===== src/sasc_pkg.sv =====
package sasc_pkg;
  // register addresses on the plain register port
  localparam logic [7:0] ADDR_RESULT_HIGH = 8'hC4;
  localparam logic [7:0] ADDR_RESULT_LOW = 8'hC5;
  localparam logic [7:0] ADDR_MODE = 8'hC6;
  localparam logic [7:0] ADDR_START = 8'hC7;
  localparam logic [7:0] ADDR_CLK_STOP_1 = 8'hFA;
  localparam logic [7:0] ADDR_PORT_MODE_1 = 8'hE0;
  localparam logic [7:0] ADDR_EDGE_SELECT = 8'hE1;
  localparam logic [7:0] ADDR_IRQ_REQUEST_2 = 8'hE2;
  localparam logic [7:0] ADDR_IRQ_ENABLE_2 = 8'hE3;
  // field positions
  localparam int START_FLAG_BIT = 7;
  localparam int SPEED_BIT = 7;
  localparam int TRG_EN_BIT = 6;
  localparam int CHAN_MSB = 3;
  localparam int STBY_BIT = 4;
  localparam int PIN_FN_BIT = 0;
  localparam int EDGE_SEL_BIT = 0;
  localparam int DONE_REQ_BIT = 0;
  localparam int DONE_IEN_BIT = 0;
  // reset values and bits that always read as one
  localparam logic [7:0] MODE_RST = 8'h30;
  localparam logic [7:0] MODE_FIXED = 8'h30;
  localparam logic [6:0] START_FIXED = 7'h7F;
  localparam logic [7:0] CKSTP_RST = 8'hFF;
  localparam logic [7:0] CKSTP_FIXED = 8'hC0;
  // conversion timing in system clocks
  localparam int RES_BITS = 10;
  localparam int CONV_SLOW_CYC = 62;
  localparam int CONV_FAST_CYC = 31;
  localparam int BIT_SLOW_CYC = 6;
  localparam int BIT_FAST_CYC = 3;
  localparam int SMP_SLOW_CYC = CONV_SLOW_CYC - RES_BITS * BIT_SLOW_CYC;
  localparam int SMP_FAST_CYC = CONV_FAST_CYC - RES_BITS * BIT_FAST_CYC;

  typedef enum logic [1:0] {
    SEQ_IDLE,
    SEQ_SAMPLE,
    SEQ_CONVERT
  } sasc_seq_t;
endpackage : sasc_pkg


===== src/sasc_sar_if.sv =====
`timescale 1ns/100ps
interface sasc_sar_if #(parameter int RES_BITS = 10);
  logic start;
  logic abort;
  logic fast;
  logic comp;
  logic done;
  logic sample;
  logic [RES_BITS-1:0] result;
  logic [RES_BITS-1:0] dac;
  modport ctrl (output start, abort, fast, comp,
                input done, sample, result, dac);
  modport seq (input start, abort, fast, comp,
               output done, sample, result, dac);
endinterface : sasc_sar_if


===== src/sasc_sar_seq.sv =====
`timescale 1ns/100ps
module sasc_sar_seq #(
  parameter int RES_BITS = 10
) (
  input wire logic i_clk,
  input wire logic i_rst_n,
  sasc_sar_if.seq sar
);
  localparam int BW = $clog2(RES_BITS);
  localparam logic [5:0] SMP_SLOW = 6'(sasc_pkg::SMP_SLOW_CYC - 1);
  localparam logic [5:0] SMP_FAST = 6'(sasc_pkg::SMP_FAST_CYC - 1);
  localparam logic [5:0] BIT_SLOW = 6'(sasc_pkg::BIT_SLOW_CYC - 1);
  localparam logic [5:0] BIT_FAST = 6'(sasc_pkg::BIT_FAST_CYC - 1);

  if (RES_BITS != sasc_pkg::RES_BITS || sasc_pkg::SMP_FAST_CYC < 1)
  begin : g_bad_cfg
    $error("resolution does not fit the conversion period");
  end

  function automatic logic [RES_BITS-1:0] one_hot(input logic [BW-1:0] b);
    one_hot = '0;
    one_hot[b] = 1'b1;
  endfunction : one_hot

  sasc_pkg::sasc_seq_t state_ff, nxt_state;
  logic [5:0] cnt_ff, nxt_cnt;
  logic [BW-1:0] bit_ff, nxt_bit;
  logic [RES_BITS-1:0] sar_ff, nxt_sar, dac_ff, nxt_dac;
  logic sample_ff;

  wire [5:0] bit_len = sar.fast ? BIT_FAST : BIT_SLOW;
  wire [5:0] smp_len = sar.fast ? SMP_FAST : SMP_SLOW;
  wire in_conv = (state_ff == sasc_pkg::SEQ_CONVERT);
  wire step_end = in_conv && (cnt_ff == 6'h00);
  // keep the trial bit when the comparator says input >= trial level
  wire [RES_BITS-1:0] kept = sar.comp ? dac_ff : sar_ff;

  assign sar.done = step_end && (bit_ff == '0) && !sar.abort;
  assign sar.result = kept;
  assign sar.dac = dac_ff;
  assign sar.sample = sample_ff;

  always_comb
  begin
    nxt_state = state_ff;
    nxt_cnt = cnt_ff;
    nxt_bit = bit_ff;
    nxt_sar = sar_ff;
    nxt_dac = dac_ff;
    unique case (state_ff)
      sasc_pkg::SEQ_IDLE:
        if (sar.start)
        begin
          nxt_state = sasc_pkg::SEQ_SAMPLE;
          nxt_cnt = smp_len;
          nxt_sar = '0;
          nxt_dac = '0;
        end
      sasc_pkg::SEQ_SAMPLE:
        if (cnt_ff == 6'h00)
        begin
          nxt_state = sasc_pkg::SEQ_CONVERT;
          nxt_cnt = bit_len;
          nxt_bit = BW'(RES_BITS - 1);
          nxt_dac = one_hot(BW'(RES_BITS - 1));
        end
        else
          nxt_cnt = cnt_ff - 6'h01;
      sasc_pkg::SEQ_CONVERT:
        if (cnt_ff != 6'h00)
          nxt_cnt = cnt_ff - 6'h01;
        else if (bit_ff == '0)
        begin
          nxt_state = sasc_pkg::SEQ_IDLE;
          nxt_sar = kept;
          nxt_dac = kept;
        end
        else
        begin
          nxt_sar = kept;
          nxt_bit = bit_ff - BW'(1);
          nxt_cnt = bit_len;
          nxt_dac = kept | one_hot(bit_ff - BW'(1));
        end
      default:
        nxt_state = sasc_pkg::SEQ_IDLE;
    endcase
    if (sar.abort)
      nxt_state = sasc_pkg::SEQ_IDLE;
  end

  always_ff @(posedge i_clk)
  begin
    if (!i_rst_n)
    begin
      state_ff <= sasc_pkg::SEQ_IDLE;
      cnt_ff <= 6'h00;
      bit_ff <= '0;
      sar_ff <= '0;
      dac_ff <= '0;
      sample_ff <= 1'b0;
    end
    else
    begin
      state_ff <= nxt_state;
      cnt_ff <= nxt_cnt;
      bit_ff <= nxt_bit;
      sar_ff <= nxt_sar;
      dac_ff <= nxt_dac;
      sample_ff <= (nxt_state == sasc_pkg::SEQ_SAMPLE);
    end
  end
endmodule : sasc_sar_seq


===== src/sasc_top.sv =====
// Operation
// - software writing one starts a conversion
// - enabled trigger pin edge sets start flag
// - flag holds during conversion, self-clears after
// - result loaded in the flag-clearing cycle
// - writing zero stops conversion, back to idle
// - start flag reads busy state, resets zero
// - low seven start bits read one
// - conversion end sets done request flag
// - interrupt requested only while enable set
// - successive approximation gives ten-bit result
// - standby bit zero stops the converter
// - reset clears mode/start, keeps results
// - channel code 0101 selects input one
// - channel codes map to eight inputs
// - speed bit picks 62 or 31 clocks
// - high eight bits, low two bits placement
//
// Our own choices: the address map and strobed register access.
`timescale 1ns/100ps
module sasc_top (
  input wire logic i_clk,
  input wire logic i_rst_n,
  input wire logic [7:0] i_addr,
  input wire logic [7:0] i_wdata,
  input wire logic i_wr,
  input wire logic i_rd,
  output logic [7:0] o_rd_data,
  input wire logic i_ext_trigger_pin,
  input wire logic i_comp,
  output logic [9:0] o_dac_code,
  output logic o_sample,
  output logic [7:0] o_chan_sel,
  output logic o_conv_irq
);
  localparam int RB = sasc_pkg::RES_BITS;

  function automatic logic hit(input logic [7:0] a, input logic [7:0] r);
    hit = (a == r);
  endfunction : hit

  function automatic logic [7:0] chan_dec(input logic [3:0] c);
    chan_dec = 8'h00;
    if (c[3:2] == 2'b01)
      chan_dec[{1'b0, c[1:0]}] = 1'b1;
    else if (c[3:2] == 2'b10)
      chan_dec[{1'b1, c[1:0]}] = 1'b1;
  endfunction : chan_dec

  sasc_sar_if #(.RES_BITS(RB)) sar ();

  sasc_sar_seq #(.RES_BITS(RB)) u_seq (
    .i_clk(i_clk),
    .i_rst_n(i_rst_n),
    .sar(sar.seq)
  );

  logic [7:0] mode_ff;
  logic flag_ff;
  logic [7:0] ckstp_ff;
  logic pin_fn_ff;
  logic edge_sel_ff;
  logic req_ff;
  logic ien_ff;
  logic [7:0] res_h_ff;
  logic [1:0] res_l_ff;
  logic trig_d_ff;
  logic irq_ff;
  logic [7:0] chan_ff;
  logic [7:0] rd_data_ff;
  logic nxt_flag;
  logic nxt_req;
  logic [7:0] rd_val;

  // register port decode
  wire wr_mode = i_wr && hit(i_addr, sasc_pkg::ADDR_MODE);
  wire wr_start = i_wr && hit(i_addr, sasc_pkg::ADDR_START);
  wire wr_ckstp = i_wr && hit(i_addr, sasc_pkg::ADDR_CLK_STOP_1);
  wire wr_pmr = i_wr && hit(i_addr, sasc_pkg::ADDR_PORT_MODE_1);
  wire wr_edge = i_wr && hit(i_addr, sasc_pkg::ADDR_EDGE_SELECT);
  wire wr_req = i_wr && hit(i_addr, sasc_pkg::ADDR_IRQ_REQUEST_2);
  wire wr_ien = i_wr && hit(i_addr, sasc_pkg::ADDR_IRQ_ENABLE_2);
  wire wbit7 = i_wdata[sasc_pkg::START_FLAG_BIT];

  // standby bit zero holds the converter off
  wire active = ckstp_ff[sasc_pkg::STBY_BIT];
  wire trg_en = mode_ff[sasc_pkg::TRG_EN_BIT];
  wire fast = mode_ff[sasc_pkg::SPEED_BIT];

  wire trig_edge = edge_sel_ff ? (i_ext_trigger_pin && !trig_d_ff)
                               : (!i_ext_trigger_pin && trig_d_ff);
  wire trig_start = active && pin_fn_ff && trg_en && trig_edge;

  wire sw_start = wr_start && wbit7 && active;
  wire sw_stop = wr_start && !wbit7;
  wire start = (sw_start || trig_start) && !flag_ff && !sw_stop;
  wire abort = flag_ff && (sw_stop || !active);
  wire done = sar.done && flag_ff;

  assign sar.start = start;
  assign sar.abort = abort;
  assign sar.fast = fast;
  assign sar.comp = i_comp;

  // flag holds, clears on completion or stop
  always_comb
  begin
    nxt_flag = flag_ff;
    if (start)
      nxt_flag = 1'b1;
    if (done || abort)
      nxt_flag = 1'b0;
  end

  // done request; a set in the clear cycle wins
  always_comb
  begin
    nxt_req = req_ff;
    if (wr_req && !i_wdata[sasc_pkg::DONE_REQ_BIT])
      nxt_req = 1'b0;
    if (done)
      nxt_req = 1'b1;
  end

  // read view; unmapped addresses read zero
  always_comb
  begin
    rd_val = 8'h00;
    unique case (1'b1)
      hit(i_addr, sasc_pkg::ADDR_MODE):
        rd_val = mode_ff | sasc_pkg::MODE_FIXED;
      hit(i_addr, sasc_pkg::ADDR_START):
        rd_val = {flag_ff, sasc_pkg::START_FIXED};
      hit(i_addr, sasc_pkg::ADDR_RESULT_HIGH):
        rd_val = res_h_ff;
      hit(i_addr, sasc_pkg::ADDR_RESULT_LOW):
        rd_val = {res_l_ff, 6'h00};
      hit(i_addr, sasc_pkg::ADDR_CLK_STOP_1):
        rd_val = ckstp_ff | sasc_pkg::CKSTP_FIXED;
      hit(i_addr, sasc_pkg::ADDR_PORT_MODE_1):
        rd_val = {7'h00, pin_fn_ff};
      hit(i_addr, sasc_pkg::ADDR_EDGE_SELECT):
        rd_val = {7'h00, edge_sel_ff};
      hit(i_addr, sasc_pkg::ADDR_IRQ_REQUEST_2):
        rd_val = {7'h00, req_ff};
      hit(i_addr, sasc_pkg::ADDR_IRQ_ENABLE_2):
        rd_val = {7'h00, ien_ff};
      default:
        rd_val = 8'h00;
    endcase
  end

  always_ff @(posedge i_clk)
  begin
    if (!i_rst_n)
    begin
      mode_ff <= sasc_pkg::MODE_RST;
      flag_ff <= 1'b0;
      ckstp_ff <= sasc_pkg::CKSTP_RST;
    end
    else
    begin
      if (wr_mode)
        mode_ff <= i_wdata | sasc_pkg::MODE_FIXED;
      flag_ff <= nxt_flag;
      if (wr_ckstp)
        ckstp_ff <= i_wdata | sasc_pkg::CKSTP_FIXED;
    end
  end

  always_ff @(posedge i_clk)
  begin
    if (!i_rst_n)
    begin
      pin_fn_ff <= 1'b0;
      edge_sel_ff <= 1'b0;
      ien_ff <= 1'b0;
      req_ff <= 1'b0;
    end
    else
    begin
      if (wr_pmr)
        pin_fn_ff <= i_wdata[sasc_pkg::PIN_FN_BIT];
      if (wr_edge)
        edge_sel_ff <= i_wdata[sasc_pkg::EDGE_SEL_BIT];
      if (wr_ien)
        ien_ff <= i_wdata[sasc_pkg::DONE_IEN_BIT];
      req_ff <= nxt_req;
    end
  end

  always_ff @(posedge i_clk)
  begin
    if (!i_rst_n)
    begin
      trig_d_ff <= 1'b0;
      irq_ff <= 1'b0;
      chan_ff <= 8'h00;
      rd_data_ff <= 8'h00;
    end
    else
    begin
      trig_d_ff <= i_ext_trigger_pin;
      irq_ff <= req_ff && ien_ff;
      chan_ff <= chan_dec(mode_ff[sasc_pkg::CHAN_MSB:0]);
      rd_data_ff <= i_rd ? rd_val : 8'h00;
    end
  end

  // results survive reset, so no reset branch
  always_ff @(posedge i_clk)
  begin
    if (done)
    begin
      res_h_ff <= sar.result[RB-1:RB-8];
      res_l_ff <= sar.result[1:0];
    end
  end

  assign o_rd_data = rd_data_ff;
  assign o_dac_code = sar.dac;
  assign o_sample = sar.sample;
  assign o_chan_sel = chan_ff;
  assign o_conv_irq = irq_ff;

  // cycles spent with the flag set, for the period check
  logic [6:0] busy_cnt_ff;
  always_ff @(posedge i_clk)
  begin
    if (!i_rst_n || !flag_ff)
      busy_cnt_ff <= 7'h00;
    else
      busy_cnt_ff <= busy_cnt_ff + 7'h01;
  end
endmodule : sasc_top


===== config.mk =====
export PLATFORM = sky130hd
export DESIGN_NAME = sasc_top
export DESIGN_NICKNAME = d
export VERILOG_FILES = /design/src/sasc_pkg.sv /design/src/sasc_sar_if.sv /design/src/sasc_sar_seq.sv /design/src/sasc_top.sv
export SDC_FILE = /design/constraint.sdc
export NUM_CORES = 1
export LEC_CHECK = 0
export ABC_CLOCK_PERIOD_IN_PS = 6650
export CELL_PAD_IN_SITES_DETAIL_PLACEMENT = 0
export CELL_PAD_IN_SITES_GLOBAL_PLACEMENT = 1
export CORE_AREA = 2 2 95 97
export CTS_CLUSTER_SIZE = 24
export DETAILED_ROUTE_END_ITERATION = 10
export DIE_AREA = 0 0 97 99
export DONT_BUFFER_PORTS = 1
export PLACE_DENSITY = 0.72
export SYNTH_ARGS = -nofsm -noshare
export SYNTH_HDL_FRONTEND = slang
export SYNTH_SLANG_ARGS = --single-unit

===== constraint.sdc =====
create_clock -name i_clk -period 6.65 [get_ports i_clk]
set_clock_uncertainty 0.2 [all_clocks]
set_input_delay 1.33 -clock i_clk [delete_from_list [all_inputs] [get_ports i_clk]]
set_output_delay 1.33 -clock i_clk [all_outputs]
set_load 0.1 [all_outputs]

==> key figures <==
Synth
  • Synth Area in Adders: 3.62%
  • EDFF count, synth: 10
  • Unique masters post-synth: between 50 and 60
  • Cells after synthesis: 425
  • Synth Area in Compound Gates: 13.7%
  • Synth area leaders: dfxtp_1, mux2i_1, edfxtp_1
  • Post-synthesis async set-or-reset flop share: 0%
  • Sequential area share after synthesis: 43.7%
  • Prevailing post-synth register cell: dfxtp_1
  • Ys Warns: 0
  • Mapped Avg Cell Area: 8.95 um2
  • Mux contribution to synthesized area: 12.2%
  • Largest family of logic cells by synthesized area: simple AND/OR/NAND/NOR gates
  • Synth area leader: dfxtp_1
  • Area of the mapped netlist: roughly 3800 um2
  • Post-Synth Simple-Gate Area: 22.1%
  • Mapped Nets: ~460
  • #FFs+latches synth: 78
  • Share of the synthesized area in the top cell type: between 30% and 40%
  • Post-Synth XOR/XNOR Area: 0.230%

STA
  • Final setup fails: 0
  • Final Hold Viols: 0
  • Maximum clock frequency: 0.272 GHz
  • Worst slew pin tran: approximately 1.2 ns
  • RSZ-0062 raised after global routing: false
  • Min Clock Period, post-route: 3.68 ns
  • Worst setup margin: 2.97 ns
  • Setup tns final: 0 ns
  • Final Max Tran Viols: 0
  • Max transition margin: 18.9%
  • Fin crit share: 55.3%
  • Hold Slack: 0.260 ns

Worst setup path
  • R2r setup slk: 3.34 ns
  • R2R cell count: 7
  • Critical path arrival: 3.75 ns
  • WS Path Type: input pin to register
  • Critical Path RT: 6.72 ns
  • Crit path largest cell delay: 0.99 ns
  • WP depth: 5
  • Top delay family on crit path: compound AO/OA/AOI/OAI gates
  • WP buf/inv: 0
  • Element type at the critical path start: input pin
  • Endpoint class of the critical path: register
  • Critical Path, Cell by Cell: or2_1 > or4_4 > a21o_1 > a21oi_1 > mux2i_1
  • Crit-path max FO: 10
  • Slowest stage cell, crit path: a21oi_1

Die
  • Die ar.: ~9600 um2
  • Die Wd: ~97 um
  • Die height: 99 um
  • Rows: 34
  • Core ar.: 8550 um2
  • Initial Util: 44.5%
  • Num ports: 50

Placed design
  • DP HPWL: 6160 um
  • Pre-CTS WS: 2.62 ns
  • # port buffers: 0
  • Area post-placement: 3840 um2
  • Placer Congestion: 0.820
  • Dpl cells: 511

Clock tree
  • CTS tree: done
  • Post-CTS setup buffer count: 0
  • Num CTS Buffers: 9
  • Clk slew on worst S/H paths: 0.09 ns
  • Clock Tree Root: clkbuf_8
  • CTS Sinks: 78
  • Clk Latency, worst-skew pair: 0.35 ns
  • # H-tree levels: 3
  • CTS Hold Bufs: 0
  • # resized after CTS: 0
  • CTS max path bufs: 2

Pwr
  • PD cells: 208 nW/um2
  • Reg power frac: 57.0%
  • Sw power: about 210 uW
  • Comb power frac: about 1.9%
  • Internal Power: 628 uW
  • Net Sw Frac: 25.0%
  • Clock share of power: around two fifths
  • Max IR drop VDD: 92.6 uV
  • LEAKAGE: about 1.4 nW

Global routing
  • Gr ovfl total: 0
  • GR peak layer: met2
  • Initial antenna violation count: 0
  • Largest net degree at the start of global routing: 47
  • Met1 usage: 21.9%
  • First-pass GRT wire length: around 14000 um
  • GRT Resource Usage Total: 18.1%
  • Vias in the first global route: 2829
  • Global routing usage on met3: 6.31%
  • Met2 usage: 30.4%

Min path
  • Worst hold path type: register to register
  • Hold Crit Depth: 2

Final layout
  • Filler Cell Count: 825
  • Nets: 447
  • Post-route cell area: around 4000 um2
  • N_diodes: 0
  • Most frequent cells in the layout: dfxtp_1, nand2_1, nor2_1, mux2i_1, o21ai_0
  • Most common cell after layout, fill and taps aside: dfxtp_1
  • Layout area overhead: 5.82%
  • Final std cells w/o fill: 527
  • Layout cell share with drive strength beyond 1: 9.31%

Drt
  • Vias per cell: 5.58
  • Initial drt markers: 150
  • Overall routed net length: 8480 um
  • Drc violations: 0
  • DRT Pass-1 Iters: 4
  • Routed len/inst: 16.1 um
  • Post-DRT Antenna Nets: 0
  • Vias: 2943

Job
  • Max_cap viols: 0

Outcome
  • Outcome: complete, no violations
power groups by stage:
| stage | combinational [mW] | clock [mW] | sequential [mW] |
|---|---|---|---|
| after detailed placement | 0.0160 | 0 | 0.487 |
| after floorplan | 0.0210 | 0 | 0.487 |
| after global routing | 0.0179 | 0.372 | 0.476 |
| final | 0.0161 | 0.344 | 0.476 |
| after CTS | 0.0161 | 0.355 | 0.476 |
| after global placement | 0.0161 | 0 | 0.487 |
cell families (layout without fill, tap and decap cells):
| group | Yosys count | count (layout) |
|---|---|---|
| compound gates | 81 | 81 |
| fa+ha+maj | 11 | 11 |
| simple gates | 173 | 173 |
| mux | 44 | 44 |
| buf+inv | 37 | 31 |
| xor+xnor | 1 | 1 |
| flops | 78 | 78 |
worst paths after layout:
path / startpoint / to
setup / recovery: i_addr[3] / u_seq.sar_ff[7]$_SDFFE_PN0P_
hold / removal: ckstp_ff[5]$_SDFFE_PN1P_ / o_rd_data[5]$_SDFF_PN0_
setup reg to reg: u_seq.cnt_ff[0]$_SDFFE_PN0P_ / u_seq.sar_ff[7]$_SDFFE_PN0P_
hold reg to reg: ckstp_ff[5]$_SDFFE_PN1P_ / o_rd_data[5]$_SDFF_PN0_
cell usage after synthesis, types with 2 or more instances:
master	count
nor2b_1	3
nand2b_1	2
or3_1	2
nand4b_1	3
inv_1	13
o22ai_1	4
nor4b_1	2
buf_6	4
or2_2	2
nor2_1	43
nand3b_1	4
nor3b_1	2
nor4_1	3
edfxtp_1	10
a211o_1	3
o31ai_1	3
a21oi_1	23
dfxtp_1	68
clkbuf_1	18
a31oi_1	2
nor3_1	6
or3b_2	3
mux2i_1	33
and2_1	4
o21ai_0	24
ha_1	11
nand2_1	62
o2111ai_1	2
a211oi_1	2
a21o_1	2
nand3_1	21
nand4_1	2
and3_1	4
mux2_2	10
final cells by class:
| type | count | area (um2) | share of cell area [%] |
|---|---|---|---|
| timing repair buffer | 2 | 15.0 | 0.373 |
| multi-input combinational | 310 | 1980 | 49.2 |
| inverter | 13 | 48.8 | 1.21 |
| clock inverter | 7 | 62.6 | 1.55 |
| sequential | 78 | 1660 | 41.3 |
| clock buffer | 9 | 124 | 3.08 |
| tap | 108 | 135 | 3.36 |
metal layers:
metal	wire, um	vias up
li1	-	1486
met1	3940	1378
met2	3910	66
met3	484	13
met4	150	0
met5	0	-
tightest hold or removal path, cell delays in order, from the launching register on:
cell	delay [ns]
dfxtp_1	0.32
nand2_1	0.05
a21oi_1	0.05
per-stage QoR:
step / util [%] / power (mW)
after floorplan: - / 0.508
after global placement: 44.9 / 0.503
after detailed placement: 44.9 / 0.503
after CTS: 47.1 / 0.848
after global routing: 47.1 / 0.866
final: 47.1 / 0.836
registers in the layout, indices dropped and copies added (netlist names):
register,flops
ien_ff,1
ckstp_ff,6
u_seq.cnt_ff,6
u_seq.state_ff,2
edge_sel_ff,1
req_ff,1
o_rd_data,8
mode_ff,6
flag_ff,1
trig_d_ff,1
u_seq.sar.sample,1
u_seq.bit_ff,4
u_seq.sar_ff,10
pin_fn_ff,1
res_l_ff,2
res_h_ff,8
u_seq.sar.dac,10
o_chan_sel,8
o_conv_irq,1
Note: power is estimated with default switching activity, not from simulation.
